### src/cmp_irq_pkg.sv
// package: constants and carriers for the counter compare interrupt record
package cmp_irq_pkg;
  localparam int          CHAN_COUNT     = 2;
  localparam int          CHAN_W         = 1;
  localparam int          COUNT_W        = 32;
  localparam logic [15:0] REC_ID_PRIMARY = 16'h0001;
  localparam logic [15:0] REC_ID_ALT     = 16'h0010;
  localparam logic [7:0]  CHAN_NUM_MAX   = 8'h0f;
  localparam logic [7:0]  EVT_CMP_REACHED = 8'h05;

  typedef enum logic [1:0] {
    MODE_COUNT,
    MODE_FREQ,
    MODE_OFF
  } op_mode_t;

  typedef struct packed {
    logic [15:0] ident;
    logic [7:0]  channel;
    logic [7:0]  event_code;
  } irq_record_t;

  typedef struct packed {
    logic signed [COUNT_W-1:0] count;
    logic signed [COUNT_W-1:0] cmp_value;
    logic signed [COUNT_W-1:0] low_limit;
    logic signed [COUNT_W-1:0] high_limit;
    op_mode_t                  mode;
    logic                      irq_enable;
  } chan_cfg_t;
endpackage : cmp_irq_pkg

### src/cmp_detect.sv
// per-channel comparison-reached edge detector
`timescale 1ns/1ps
module cmp_detect
  import cmp_irq_pkg::*;
(
  input  wire logic      clk_sys_i,
  input  wire logic      sys_rst_i,
  input  wire chan_cfg_t cfg_i,
  output logic           hit_o
);
  typedef struct packed {
    logic reached;
  } det_state_t;

  det_state_t st;
  det_state_t next_st;
  logic       in_limits;
  logic       reached_now;

  always_comb begin
    // compare value outside the limits can never be reached
    in_limits   = (cfg_i.cmp_value >= cfg_i.low_limit) &&
                  (cfg_i.cmp_value <= cfg_i.high_limit);
    reached_now = in_limits && (cfg_i.count == cfg_i.cmp_value);
    next_st.reached = reached_now;
  end

  always_ff @(posedge clk_sys_i or posedge sys_rst_i) begin
    if (sys_rst_i) begin
      st <= '0;
    end else begin
      st <= next_st;
    end
  end

  // only the arrival at the value counts, not dwelling on it
  assign hit_o = next_st.reached && !st.reached && (cfg_i.mode == MODE_COUNT)
                 && cfg_i.irq_enable;
endmodule : cmp_detect

### src/cmp_irq_record.sv
// counter compare hardware interrupt with additional information record
//
// Behaviour
// - only a channel's comparison-reached event raises the interrupt.
// - the record begins with a two-byte identifier 0x0001 or 0x0010.
// - the record carries the triggering channel number, 0x00 to 0x0f.
// - the record carries event code 0x05 for comparison reached.
// - the interrupt fires only while the channel is in counting mode; mode gates only the hit, not a queued event.
// - reaching a compare value within the limits triggers the parameterized reaction.
// - count limits are inputs that may change at any time without restart.
// - a per-channel enable locks or activates the comparison interrupt.
`timescale 1ns/1ps
module cmp_irq_record
  import cmp_irq_pkg::*;
(
  input  wire logic                   clk_sys_i,
  input  wire logic                   sys_rst_i,
  input  wire chan_cfg_t [CHAN_COUNT-1:0] cfg_i,
  input  wire logic                   id_alt_i,
  input  wire logic                   fetch_i,
  output logic                        irq_o,
  output irq_record_t                 record_o,
  output logic [CHAN_COUNT-1:0]       lost_o
);
  // ********************************************************************
  // state
  // ********************************************************************
  typedef enum logic {
    IDLE,
    RAISED
  } irq_state_e_t;

  typedef struct packed {
    irq_state_e_t          fsm;
    irq_record_t           rec;
    logic [CHAN_COUNT-1:0] pend;
    logic [CHAN_COUNT-1:0] lost;
  } top_state_t;

  top_state_t            st;
  top_state_t            next_st;
  logic [CHAN_COUNT-1:0] hit;
  logic [CHAN_COUNT-1:0] pend_all;
  logic                  sel_found;
  logic [CHAN_W-1:0]     sel;

  // ********************************************************************
  // per-channel detection
  // ********************************************************************
  for (genvar g = 0; g < CHAN_COUNT; g++) begin : g_chan
    cmp_detect cmp_detect_inst (
      .clk_sys_i (clk_sys_i),
      .sys_rst_i (sys_rst_i),
      .cfg_i     (cfg_i[g]),
      .hit_o     (hit[g])
    );
  end

  // ********************************************************************
  // record build and hold
  // ********************************************************************
  always_comb begin
    next_st   = st;
    pend_all  = st.pend | hit;
    sel_found = 1'b0;
    sel       = '0;
    // lowest channel wins; others wait in pend
    for (int i = CHAN_COUNT - 1; i >= 0; i--) begin
      if (pend_all[i]) begin
        sel_found = 1'b1;
        sel       = CHAN_W'(i);
      end
    end
    next_st.pend = pend_all;
    // a second hit on a pending channel folds into one request unless IDLE serves that channel in the same cycle
    next_st.lost = st.lost | (st.pend & hit);
    case (st.fsm)
      IDLE: begin
        if (sel_found) begin
          next_st.fsm            = RAISED;
          next_st.rec.ident      = id_alt_i ? REC_ID_ALT : REC_ID_PRIMARY;
          next_st.rec.channel    = 8'(sel);
          next_st.rec.event_code = EVT_CMP_REACHED;
          next_st.pend[sel]      = hit[sel] & st.pend[sel];
        end
      end
      RAISED: begin
        if (fetch_i) begin
          next_st.fsm = IDLE;
        end
      end
      default: begin
        next_st.fsm = IDLE;
      end
    endcase
  end

  always_ff @(posedge clk_sys_i or posedge sys_rst_i) begin
    if (sys_rst_i) begin
      st <= '{fsm: IDLE, rec: '0, pend: '0, lost: '0};
    end else begin
      st <= next_st;
    end
  end

  assign irq_o    = (st.fsm == RAISED);
  assign record_o = st.rec;
  assign lost_o   = st.lost;

  // ********************************************************************
  // per-channel assertions
  // ********************************************************************
  for (genvar g = 0; g < CHAN_COUNT; g++) begin : g_chk
    // channels below g; all clear means g is first in line
    localparam logic [CHAN_COUNT-1:0] LOWER = CHAN_COUNT'((1 << g) - 1);

  end
endmodule : cmp_irq_record

### config.mk
export PLATFORM = sky130hd
export DESIGN_NAME = cmp_irq_record
export DESIGN_NICKNAME = d
export VERILOG_FILES = /design/src/cmp_irq_pkg.sv /design/src/cmp_detect.sv /design/src/cmp_irq_record.sv
export SDC_FILE = /design/constraint.sdc
export NUM_CORES = 1
export LEC_CHECK = 0
export BUFFER_PORTS_ARGS = -buffer_cell sky130_fd_sc_hd__buf_2
export CORE_AREA = 3 3 116 118
export CTS_BUF_LIST = sky130_fd_sc_hd__clkbuf_8
export DETAILED_ROUTE_END_ITERATION = 7
export DIE_AREA = 0 0 119 121
export PLACE_DENSITY = 0.83
export SLEW_MARGIN = 20
export SYNTH_ARGS = -nofsm -noshare
export SYNTH_HDL_FRONTEND = slang
export SYNTH_HIERARCHICAL = 1
export SYNTH_SLANG_ARGS = --single-unit
### constraint.sdc
create_clock -name clk_sys_i -period 4.46 [get_ports clk_sys_i]
set_input_delay 0.446 -clock clk_sys_i [delete_from_list [all_inputs] [get_ports clk_sys_i]]
set_output_delay 0.446 -clock clk_sys_i [all_outputs]
set_load 0.1 [all_outputs]
==> results of run 1 <==
cells by family (layout without fill, tap and decap cells):
group	count (synthesis)	count (layout)	share of synthesized area
buffers and inverters	167	410	0.161
other	1	28	0.000801
adder cells (fa/ha/maj)	129	129	0.344
XOR/XNOR	64	64	0.120
flip-flops	11	11	0.0588
AO/OA/AOI/OAI	110	110	0.169
AND/OR/NAND/NOR	113	113	0.138
multiplexers	4	4	0.00961
per-layer routing:
layer	vias to the layer above	routed length [um]	GRT usage
met5	-	0	0
met4	0	818	0.102
met3	45	1110	0.0266
met2	243	8480	0.419
met1	2227	5870	0.217
li1	2552	-	-
report_power, final:
group,leakage (nW),switching [mW],total (mW),internal [mW]
Sequential,0.149,0.0000000000840,0.100,0.100
Clock,0.0269,0.0355,0.0958,0.0603
Combinational,3.67,0.349,0.578,0.228
per-stage QoR:
stage | util | hold WS [ns] | area, um2 | power, mW
global placement | 0.486 | 0.314 | 6110 | 0.663
floorplan | - | 0.175 | 4780 | 0.465
detailed placement | 0.486 | 0.320 | 6110 | 0.675
finish | 0.490 | 0.0764 | 6160 | 0.773
global route | 0.490 | 0.0677 | 6160 | 0.847
CTS | 0.490 | 0.0721 | 6150 | 0.775
worst reg2reg max path: cells and delay by family, from the launching register on:
kind / cells / cell delay (ns)
AO/OA/AOI/OAI: 1 / 0.21
flip-flops: 1 / 0.38
multiplexers: 1 / 0.32
AND/OR/NAND/NOR: 3 / 0.73
sequential cells by signal (all words and copies together) (netlist names):
| signal | count |
|---|---|
| g_chan.cmp_detect_inst/st | 2 |
| record_o | 4 |
| lost_o | 2 |
| st | 2 |
| irq_o | 1 |
worst max path at each step:
| stage | to | slack (ns) | cells after the start |
|---|---|---|---|
| 2_1_floorplan | record_o[20] | 1.80 | 11 |
| 3_3_place_gp | record_o[20] | 1.33 | 11 |
| 3_5_place_dp | record_o[20] | 1.26 | 12 |
| 4_1_cts | record_o[20] | 1.51 | 12 |
| 5_1_grt | record_o[20] | 1.36 | 12 |
| 6_report | record_o[20] | 1.50 | 11 |
cell type report:
type,count,share of cell area
Antenna cell,1,0.000407
Sequential cell,11,0.0447
Inverter,133,0.0811
Timing Repair Buffer,273,0.222
Clock inverter,1,0.000610
Multi-Input combinational cell,447,0.610
Clock buffer,3,0.00671
Tap cell,172,0.0350
cell usage in the layout (no fill, tap or decap), drive strengths merged, types with 6 or more instances in the layout:
| cell | netlist | layout |
|---|---|---|
| xor2 | 64 | 64 |
| a221oi | 6 | 6 |
| conb | 1 | 27 |
| and4 | 10 | 10 |
| nand3 | 8 | 8 |
| buf | 34 | 273 |
| a21o | 23 | 23 |
| nor4 | 18 | 18 |
| inv | 133 | 134 |
| a21oi | 41 | 41 |
| nand4 | 20 | 20 |
| ha | 128 | 128 |
| a211oi | 8 | 8 |
| o21ai | 14 | 14 |
| dfrtp | 11 | 11 |
| nand2 | 26 | 26 |
| nor2 | 14 | 14 |
==> results_dict.tcl, run 1 <==
set metrics [dict create \
    final_max_slew_viol_count 0 \
    fin_nets 1263 \
    portBuffers 273 \
    ys_seq_area_frac 0.0588 \
    routed-via-count 5067 \
    post-place-cells 1036 \
    grt_usage 0.212 \
    yosys.area.top_type "ha_1" \
    grt_start_max_net_pins 10 \
    worst_setup_path_end_kind "flop" \
    cts-root-buf "clkbuf_8" \
    synthFlopType "dfrtp_1" \
    synth_common_cells "inv_1 (133), ha_1 (128), xor2_1 (64)" \
    status "completed" \
    cts_buffer_depth 2 \
    clock-sinks 11 \
    fin_setup_tns_ns 0 \
    r2r_slack_ns 2.71 \
    synth_most_common_cell "inv_1" \
    layout-drive-gt1-share 0.341 \
    rr_startpoint "g_chan[1].cmp_detect_inst/st" \
    insertion_delay_ns 0.23 \
    max-cap-violations 0 \
    critPathTopFamily "simple AND/OR/NAND/NOR gates" \
    tightest_slew_ns 0.734 \
    fmax_ghz 0.337 \
    fp.dieH_um 121 \
    wl_um 16300 \
    avgRoutedWirePerCell_um 15.6 \
    irDropWorstVdd_mv 0.0941 \
    maxSlewHeadroom 0.506 \
    start_util 0.373 \
    postCtsSetupBuffers 0 \
    synth-seq-cells 11 \
    synthArstFlopShare 1.00 \
    slowest_stage "nor3_1" \
    cts_resized 0 \
    dpl.hpwl_um 15300 \
    fin_cells 1041 \
    std_cell_rows 41 \
    cts_htree_levels 1 \
    dp_slack_ns 1.26 \
    criticalPathCategory "input pin to flop" \
    synth_edf_count 0 \
    critPathBufInv 1 \
    antenna_found_initial 1 \
    crit_path_start_kind "input pin" \
    finalSetupViolCount 0 \
    cp.required_ns 4.58 \
    layout_setup_ws_ns 1.50 \
    die_w_um 119 \
    final-seq-area_um2 275 \
    io-pin-count 301 \
    crit_chain "buf_2, ha_1, nand4_1, nor3_1, a2111oi_4, mux2i_1, a211oi_2, and3_1, nor2_2, a21oi_4, mux2_4" \
    p_leak_nw 3.85 \
    finalCriticalPeriod_ns 2.96 \
    syn_to_final_growth_pct 31.4 \
    synth_area_leaders "ha_1 (34%), xor2_1 (12%), inv_1 (11%), dfrtp_1 (5.9%), buf_4 (5.4%)" \
    r2r_end "record_o[20]" \
    fin_worst_skew_ns 0.00303 \
    cts_hold_buf 0 \
    syn_area_um2 4680 \
    cts_tree "done" \
    drtPass1Iterations 4 \
    fin_crit_sh 0.664 \
    grt_first_pass_wirelength_um 24300 \
    yosysTopAreaCellShare 0.342 \
    die_area_um2 14400 \
    clkSlewWorstSetupHoldPaths_ns 0.05 \
    drtIter0Drc 277 \
    avgSynthCellArea_um2 7.82 \
    synth_cells 599 \
    fillCellCount 1225 \
    overflow 0 \
    ys_types 43 \
    ys_warn_count 6 \
    rsz0062_at_grt "false" \
    grt_pass1_vias 5150 \
    drc 0 \
    pwr_density_cell_nw_per_um2 126 \
    place.gp.congestion 0.936 \
    worstPathMaxFanout 4 \
    cp.arrival_ns 3.08 \
    startpoint "cfg_i[98]" \
    hold_class "input pin to async pin" \
    drtAntennaViolNets 0 \
    ff2ff_path_depth 5 \
    core_um2 12600 \
    finalHoldViolCount 0 \
    cts-buffers-inserted 3 \
    multiInputGateArea_um2 3750 \
    critPathMaxStageDelay_ns 0.51 \
    viasPerCell 4.87 \
]
(Power assumes the default switching activity.)
==> run 2, diff against run 1 <==
PLACE_DENSITY = 0.86   (was 0.83)
clock period = 2.6 ns   (was 4.46 ns; I/O delays follow)
==> run 2 against run 1 <==
Effect of this change:
- final area increased by 12%
- combinational power increased by 92%
- wire length increased by 7.0%
- worst hold slack improved by 0.13 ns
- critical path depth increased by 1
- global-route usage increased by 1.5 points
- clock skew increased by 0.0016 ns
- clock power increased by 71%
- non-clock buffer count increased by 79
- sequential power increased by 72%
==> results_dict.tcl, run 2 (same netlist as run 1, synthesis figures left out) <==
set metrics [dict create \
    status "completed" \
    maxSlewHeadroom 0.668 \
    core_um2 12600 \
    io-pin-count 301 \
    finalSetupViolCount 0 \
    portBuffers 273 \
    crit_path_start_kind "input pin" \
    fp.dieH_um 121 \
    cts_tree "done" \
    worst_setup_path_end_kind "flop" \
    die_w_um 119 \
    finalCriticalPeriod_ns 2.49 \
    clock-sinks 11 \
    tightest_slew_ns 0.493 \
    irDropWorstVdd_mv 0.131 \
    cp.required_ns 2.72 \
    start_util 0.373 \
    worstPathMaxFanout 4 \
    place.gp.congestion 1.05 \
    overflow 0 \
    drtPass1Iterations 4 \
    slowest_stage "mux2_4" \
    criticalPathCategory "input pin to flop" \
    dpl.hpwl_um 16000 \
    fin_nets 1342 \
    cts_htree_levels 1 \
    p_leak_nw 4.23 \
    cts-buffers-inserted 3 \
    insertion_delay_ns 0.24 \
    mostFrequentLayoutCell "buf_2" \
    fin_cells 1121 \
    drc 0 \
    cts-root-buf "clkbuf_8" \
    crit_chain "buf_4, ha_4, nand4_1, buf_4, a211oi_4, a2111oi_4, mux2i_1, a211oi_2, and3_4, nor2_2, a21oi_4, mux2_4" \
    pwr_density_cell_nw_per_um2 210 \
    std_cell_rows 41 \
    syn_to_final_growth_pct 46.6 \
    post-place-cells 1113 \
    fin_worst_skew_ns 0.00462 \
    die_area_um2 14400 \
    grt_pass1_vias 5546 \
    finalHoldViolCount 0 \
    routed-via-count 5396 \
    viasPerCell 4.81 \
    grt_usage 0.226 \
    cp_common_cell "buf_4" \
    finalPower_mw 1.45 \
    cts_buffer_depth 2 \
    layout_common_cells "buf_2 (272), inv_1 (133), ha_1 (124)" \
    avgRoutedWirePerCell_um 15.5 \
    grt_first_pass_wirelength_um 25900 \
    ff2ff_path_depth 5 \
    largest_reg_flops 4 \
    max-cap-violations 0 \
    wl_um 17400 \
    critPathMaxStageDelay_ns 0.31 \
    cp.arrival_ns 2.62 \
    hold_class "input pin to flop" \
    final_max_slew_viol_count 0 \
    grt_start_max_net_pins 10 \
    drtIter0Drc 309 \
    post-route-util 0.547 \
    antenna_found_initial 2 \
    layout-drive-gt1-share 0.411 \
    clkSlewWorstSetupHoldPaths_ns 0.05 \
    fin_crit_sh 0.958 \
    fmax_ghz 0.401 \
    hold_depth 2 \
    fin_hold_ws_ns 0.209 \
    drtAntennaViolNets 0 \
]
[run 2: metrics by stage]
stage	setup slack, ns	setup TNS, ns	cell area [um2]
final	0.108	0	6870
after floorplan	0.121	0	4780
after CTS	0.00523	0	6740
after detailed placement	-0.242	-0.815	6690
after global routing	-0.00233	-0.00233	6870
after global placement	-0.168	-0.385	6690
[run 2: worst paths after layout]
check / start / endpoint / slack (ns)
min in group asynchronous: sys_rst_i / g_chan[1].cmp_detect_inst/st / 0.44
hold / removal: id_alt_i / record_o[16] / 0.21
hold reg to reg: lost_o[0] / lost_o[0] / 0.45
max in group asynchronous: sys_rst_i / irq_o / 1.80
setup reg to reg: g_chan[1].cmp_detect_inst/st / record_o[20] / 0.85
setup / recovery: cfg_i[92] / record_o[20] / 0.11
[run 2: routing by layer]
metal | vias up | GRT usage | routed length (um)
li1 | 2712 | - | -
met1 | 2355 | 0.222 | 6090
met2 | 273 | 0.451 | 9100
met3 | 56 | 0.0364 | 1280
met4 | 0 | 0.117 | 960
met5 | - | 0 | 0
[run 2: area by class of cell]
cell class                 count  area, um2
fill                        1147       5700
multi-input combinational    447       3860
timing repair buffer         352       1960
inverter                     133        499
sequential                    11        275
tap                          172        215
clock buffer                   3       41.3
antenna                        2       5.00
clock inverter                 1       3.75
[run 2: report_power, final]
group | internal [mW] | switching, mW
sequential | 0.172 | 0.000000000141
clock | 0.103 | 0.0608
combinational | 0.474 | 0.636
[run 2: critical path, delay by kind of cell]
family,cells,cell delay [ns]
adders and majority gates,1,0.26
AOI/OAI and AO/OA,4,0.80
and+or+nand+nor,3,0.50
buffers and inverters,2,0.34
muxes,2,0.45
[run 2: what timing repair did]
action,4_1_cts,5_1_grt
endpoints found under the hold margin,2,0
setup endpoints to repair,0,6
hold buffers,1,0
resized for setup,0,23
setup buffers,0,1
==> run 3, diff against run 2 <==
CORE_AREA = unset   (was 3 3 116 118)
CORE_ASPECT_RATIO = 0.75   (was unset)
CORE_MARGIN = 3   (was unset)
CORE_UTILIZATION = 40   (was unset)
DIE_AREA = unset   (was 0 0 119 121)
PLACE_DENSITY = 0.91   (was 0.86)
==> run 3 against run 2 <==
Effect of this change:
- clock skew shrank 0.0043 ns
- sequential cell count is the same
- cell count fell by 0.89%
- largest power group unchanged
- sequential share of layout area barely moved
- total power is 0.18% lower
- core utilization grew 6.5 points
- sequential power is essentially flat
- worst setup slack got worse by 0.042 ns
- fmax is 1.6% lower
- non-clock buffer count increased by 6
- worst hold slack improved by 0.026 ns
==> results_dict.tcl, run 3 (same netlist as run 1, synthesis figures left out) <==
set metrics [dict create \
    cp.required_ns 2.72 \
    grt_usage 0.240 \
    fin_crit_sh 0.975 \
    layout-drive-gt1-share 0.410 \
    irDropWorstVdd_mv 0.172 \
    routed-via-count 5445 \
    cp.arrival_ns 2.65 \
    status "completed" \
    viasPerCell 4.90 \
    start_util 0.419 \
    overflow 0 \
    seq_power_share 0.119 \
    finalSetupViolCount 0 \
    fin_worst_skew_ns 0.000309 \
    io-pin-count 301 \
    antenna_found_initial 1 \
    pwr_density_cell_nw_per_um2 211 \
    slowest_stage "a2111oi_4" \
    crit_chain "buf_2, inv_1, ha_1, a21oi_1, o21ai_2, a2111oi_4, mux2i_1, a211oi_2, and3_1, nor2_4, a21oi_4, mux2_4" \
    drtIter0Drc 186 \
    portBuffers 273 \
    finalHoldViolCount 0 \
    drc 0 \
    placed_cell_area_um2 6710 \
    drtPass1Iterations 4 \
    finalPower_mw 1.44 \
    p_leak_nw 4.27 \
    mostFrequentLayoutCell "buf_2" \
    p_sw_frac 0.475 \
    multiInputGateArea_um2 3820 \
    hold_class "input pin to flop" \
    die_w_um 131 \
    r2r_slack_ns 0.83 \
    dpl.hpwl_um 15900 \
    fin_setup_tns_ns 0 \
    postLayoutCellArea_um2 6840 \
    final-seq-area_um2 275 \
    p_int_uw 757 \
    max-cap-violations 0 \
    layout_common_cells "buf_2 (273), inv_1 (134), ha_1 (128)" \
    wl_um 17100 \
    fp.dieH_um 99.7 \
    worst_setup_path_end_kind "flop" \
    criticalPathCategory "input pin to flop" \
    syn_to_final_growth_pct 46.0 \
    avgRoutedWirePerCell_um 15.4 \
    grt_start_max_net_pins 10 \
    critPathBufInv 2 \
    cts-buffers-inserted 3 \
    p_clk_frac 0.113 \
    final_max_slew_viol_count 0 \
    cts_buffer_depth 2 \
    core_um2 11200 \
    place.gp.congestion 0.928 \
    worstPathMaxFanout 4 \
    cts_htree_levels 1 \
    clkSlewWorstSetupHoldPaths_ns 0.05 \
    switching_power_uw 686 \
    die_area_um2 13100 \
    std_cell_rows 33 \
    finalCriticalPeriod_ns 2.53 \
    critPathMaxStageDelay_ns 0.36 \
    fillCellCount 994 \
    rsz0062_at_grt "true" \
    critPathTopFamily "compound AO/OA/AOI/OAI gates" \
    fin_nets 1348 \
    insertion_delay_ns 0.23 \
    combPwrFrac 0.768 \
    clock-sinks 11 \
    drtAntennaViolNets 0 \
    crit_path_start_kind "input pin" \
    largest_reg_flops 4 \
    fmax_ghz 0.395 \
    grt_first_pass_wirelength_um 25200 \
    cts_tree "done" \
    cts-root-buf "clkbuf_8" \
    grt_pass1_vias 5579 \
]
-- run 3: metrics by stage --
step                setup slack [ns]  cells  hold WS, ns   util
floorplan                      0.121    625      -0.0113      -
CTS                          0.00916   1109        0.232  0.605
finish                        0.0662   1111        0.235  0.611
global route                 -0.0198   1111        0.222  0.611
global placement              -0.273   1104        0.129  0.600
detailed placement            -0.322   1104        0.120  0.600
-- run 3: power by group through the flow --
| stage | sequential, mW | combinational [mW] | clock (mW) |
|---|---|---|---|
| 5_1_grt | 0.171 | 1.22 | 0.180 |
| 3_3_place_gp | 0.174 | 1.05 | 0 |
| 2_1_floorplan | 0.174 | 0.624 | 0 |
| 4_1_cts | 0.172 | 1.09 | 0.169 |
| 3_5_place_dp | 0.174 | 1.08 | 0 |
| 6_report | 0.172 | 1.11 | 0.163 |
-- run 3: repair_timing --
item                       4_1_cts  5_1_grt
gates resized for setup          2       16
setup endpoints to repair        3        6
hold buffers                     1        0
hold endpoints to repair         2        0
setup buffers                    0        1
pin swaps                        0        6
-- run 3: cell type report --
class	instances	area share
well taps	157	0.0287
clock inverters	1	0.000549
multi-input cells	447	0.558
inverters	133	0.0730
repair buffers	358	0.293
clock buffers	3	0.00604
diodes	1	0.000366
flip-flops and latches	11	0.0402
-- run 3: final timing paths --
path,start,end,cells past startpoint
max reg2reg,g_chan[1].cmp_detect_inst/st,record_o[20],5
min in group asynchronous,sys_rst_i,g_chan[1].cmp_detect_inst/st,3
max in group asynchronous,sys_rst_i,st[2],3
max,cfg_i[185],record_o[20],12
min reg2reg,lost_o[1],lost_o[1],1
min,id_alt_i,record_o[16],2
-- run 3: layer usage --
layer	global-route usage	part of all wire	vias to the layer above
met4	0.0593	0.018	0
met5	0	0	-
met2	0.451	0.51	224
li1	-	-	2723
met1	0.269	0.40	2467
met3	0.0553	0.080	31
-- run 3: worst reg2reg max path: cells and delay by family, from the launching register on --
kind,cells,cell delay [ns]
mux,1,0.31
flops,1,0.36
compound gates,1,0.17
simple gates,3,0.83
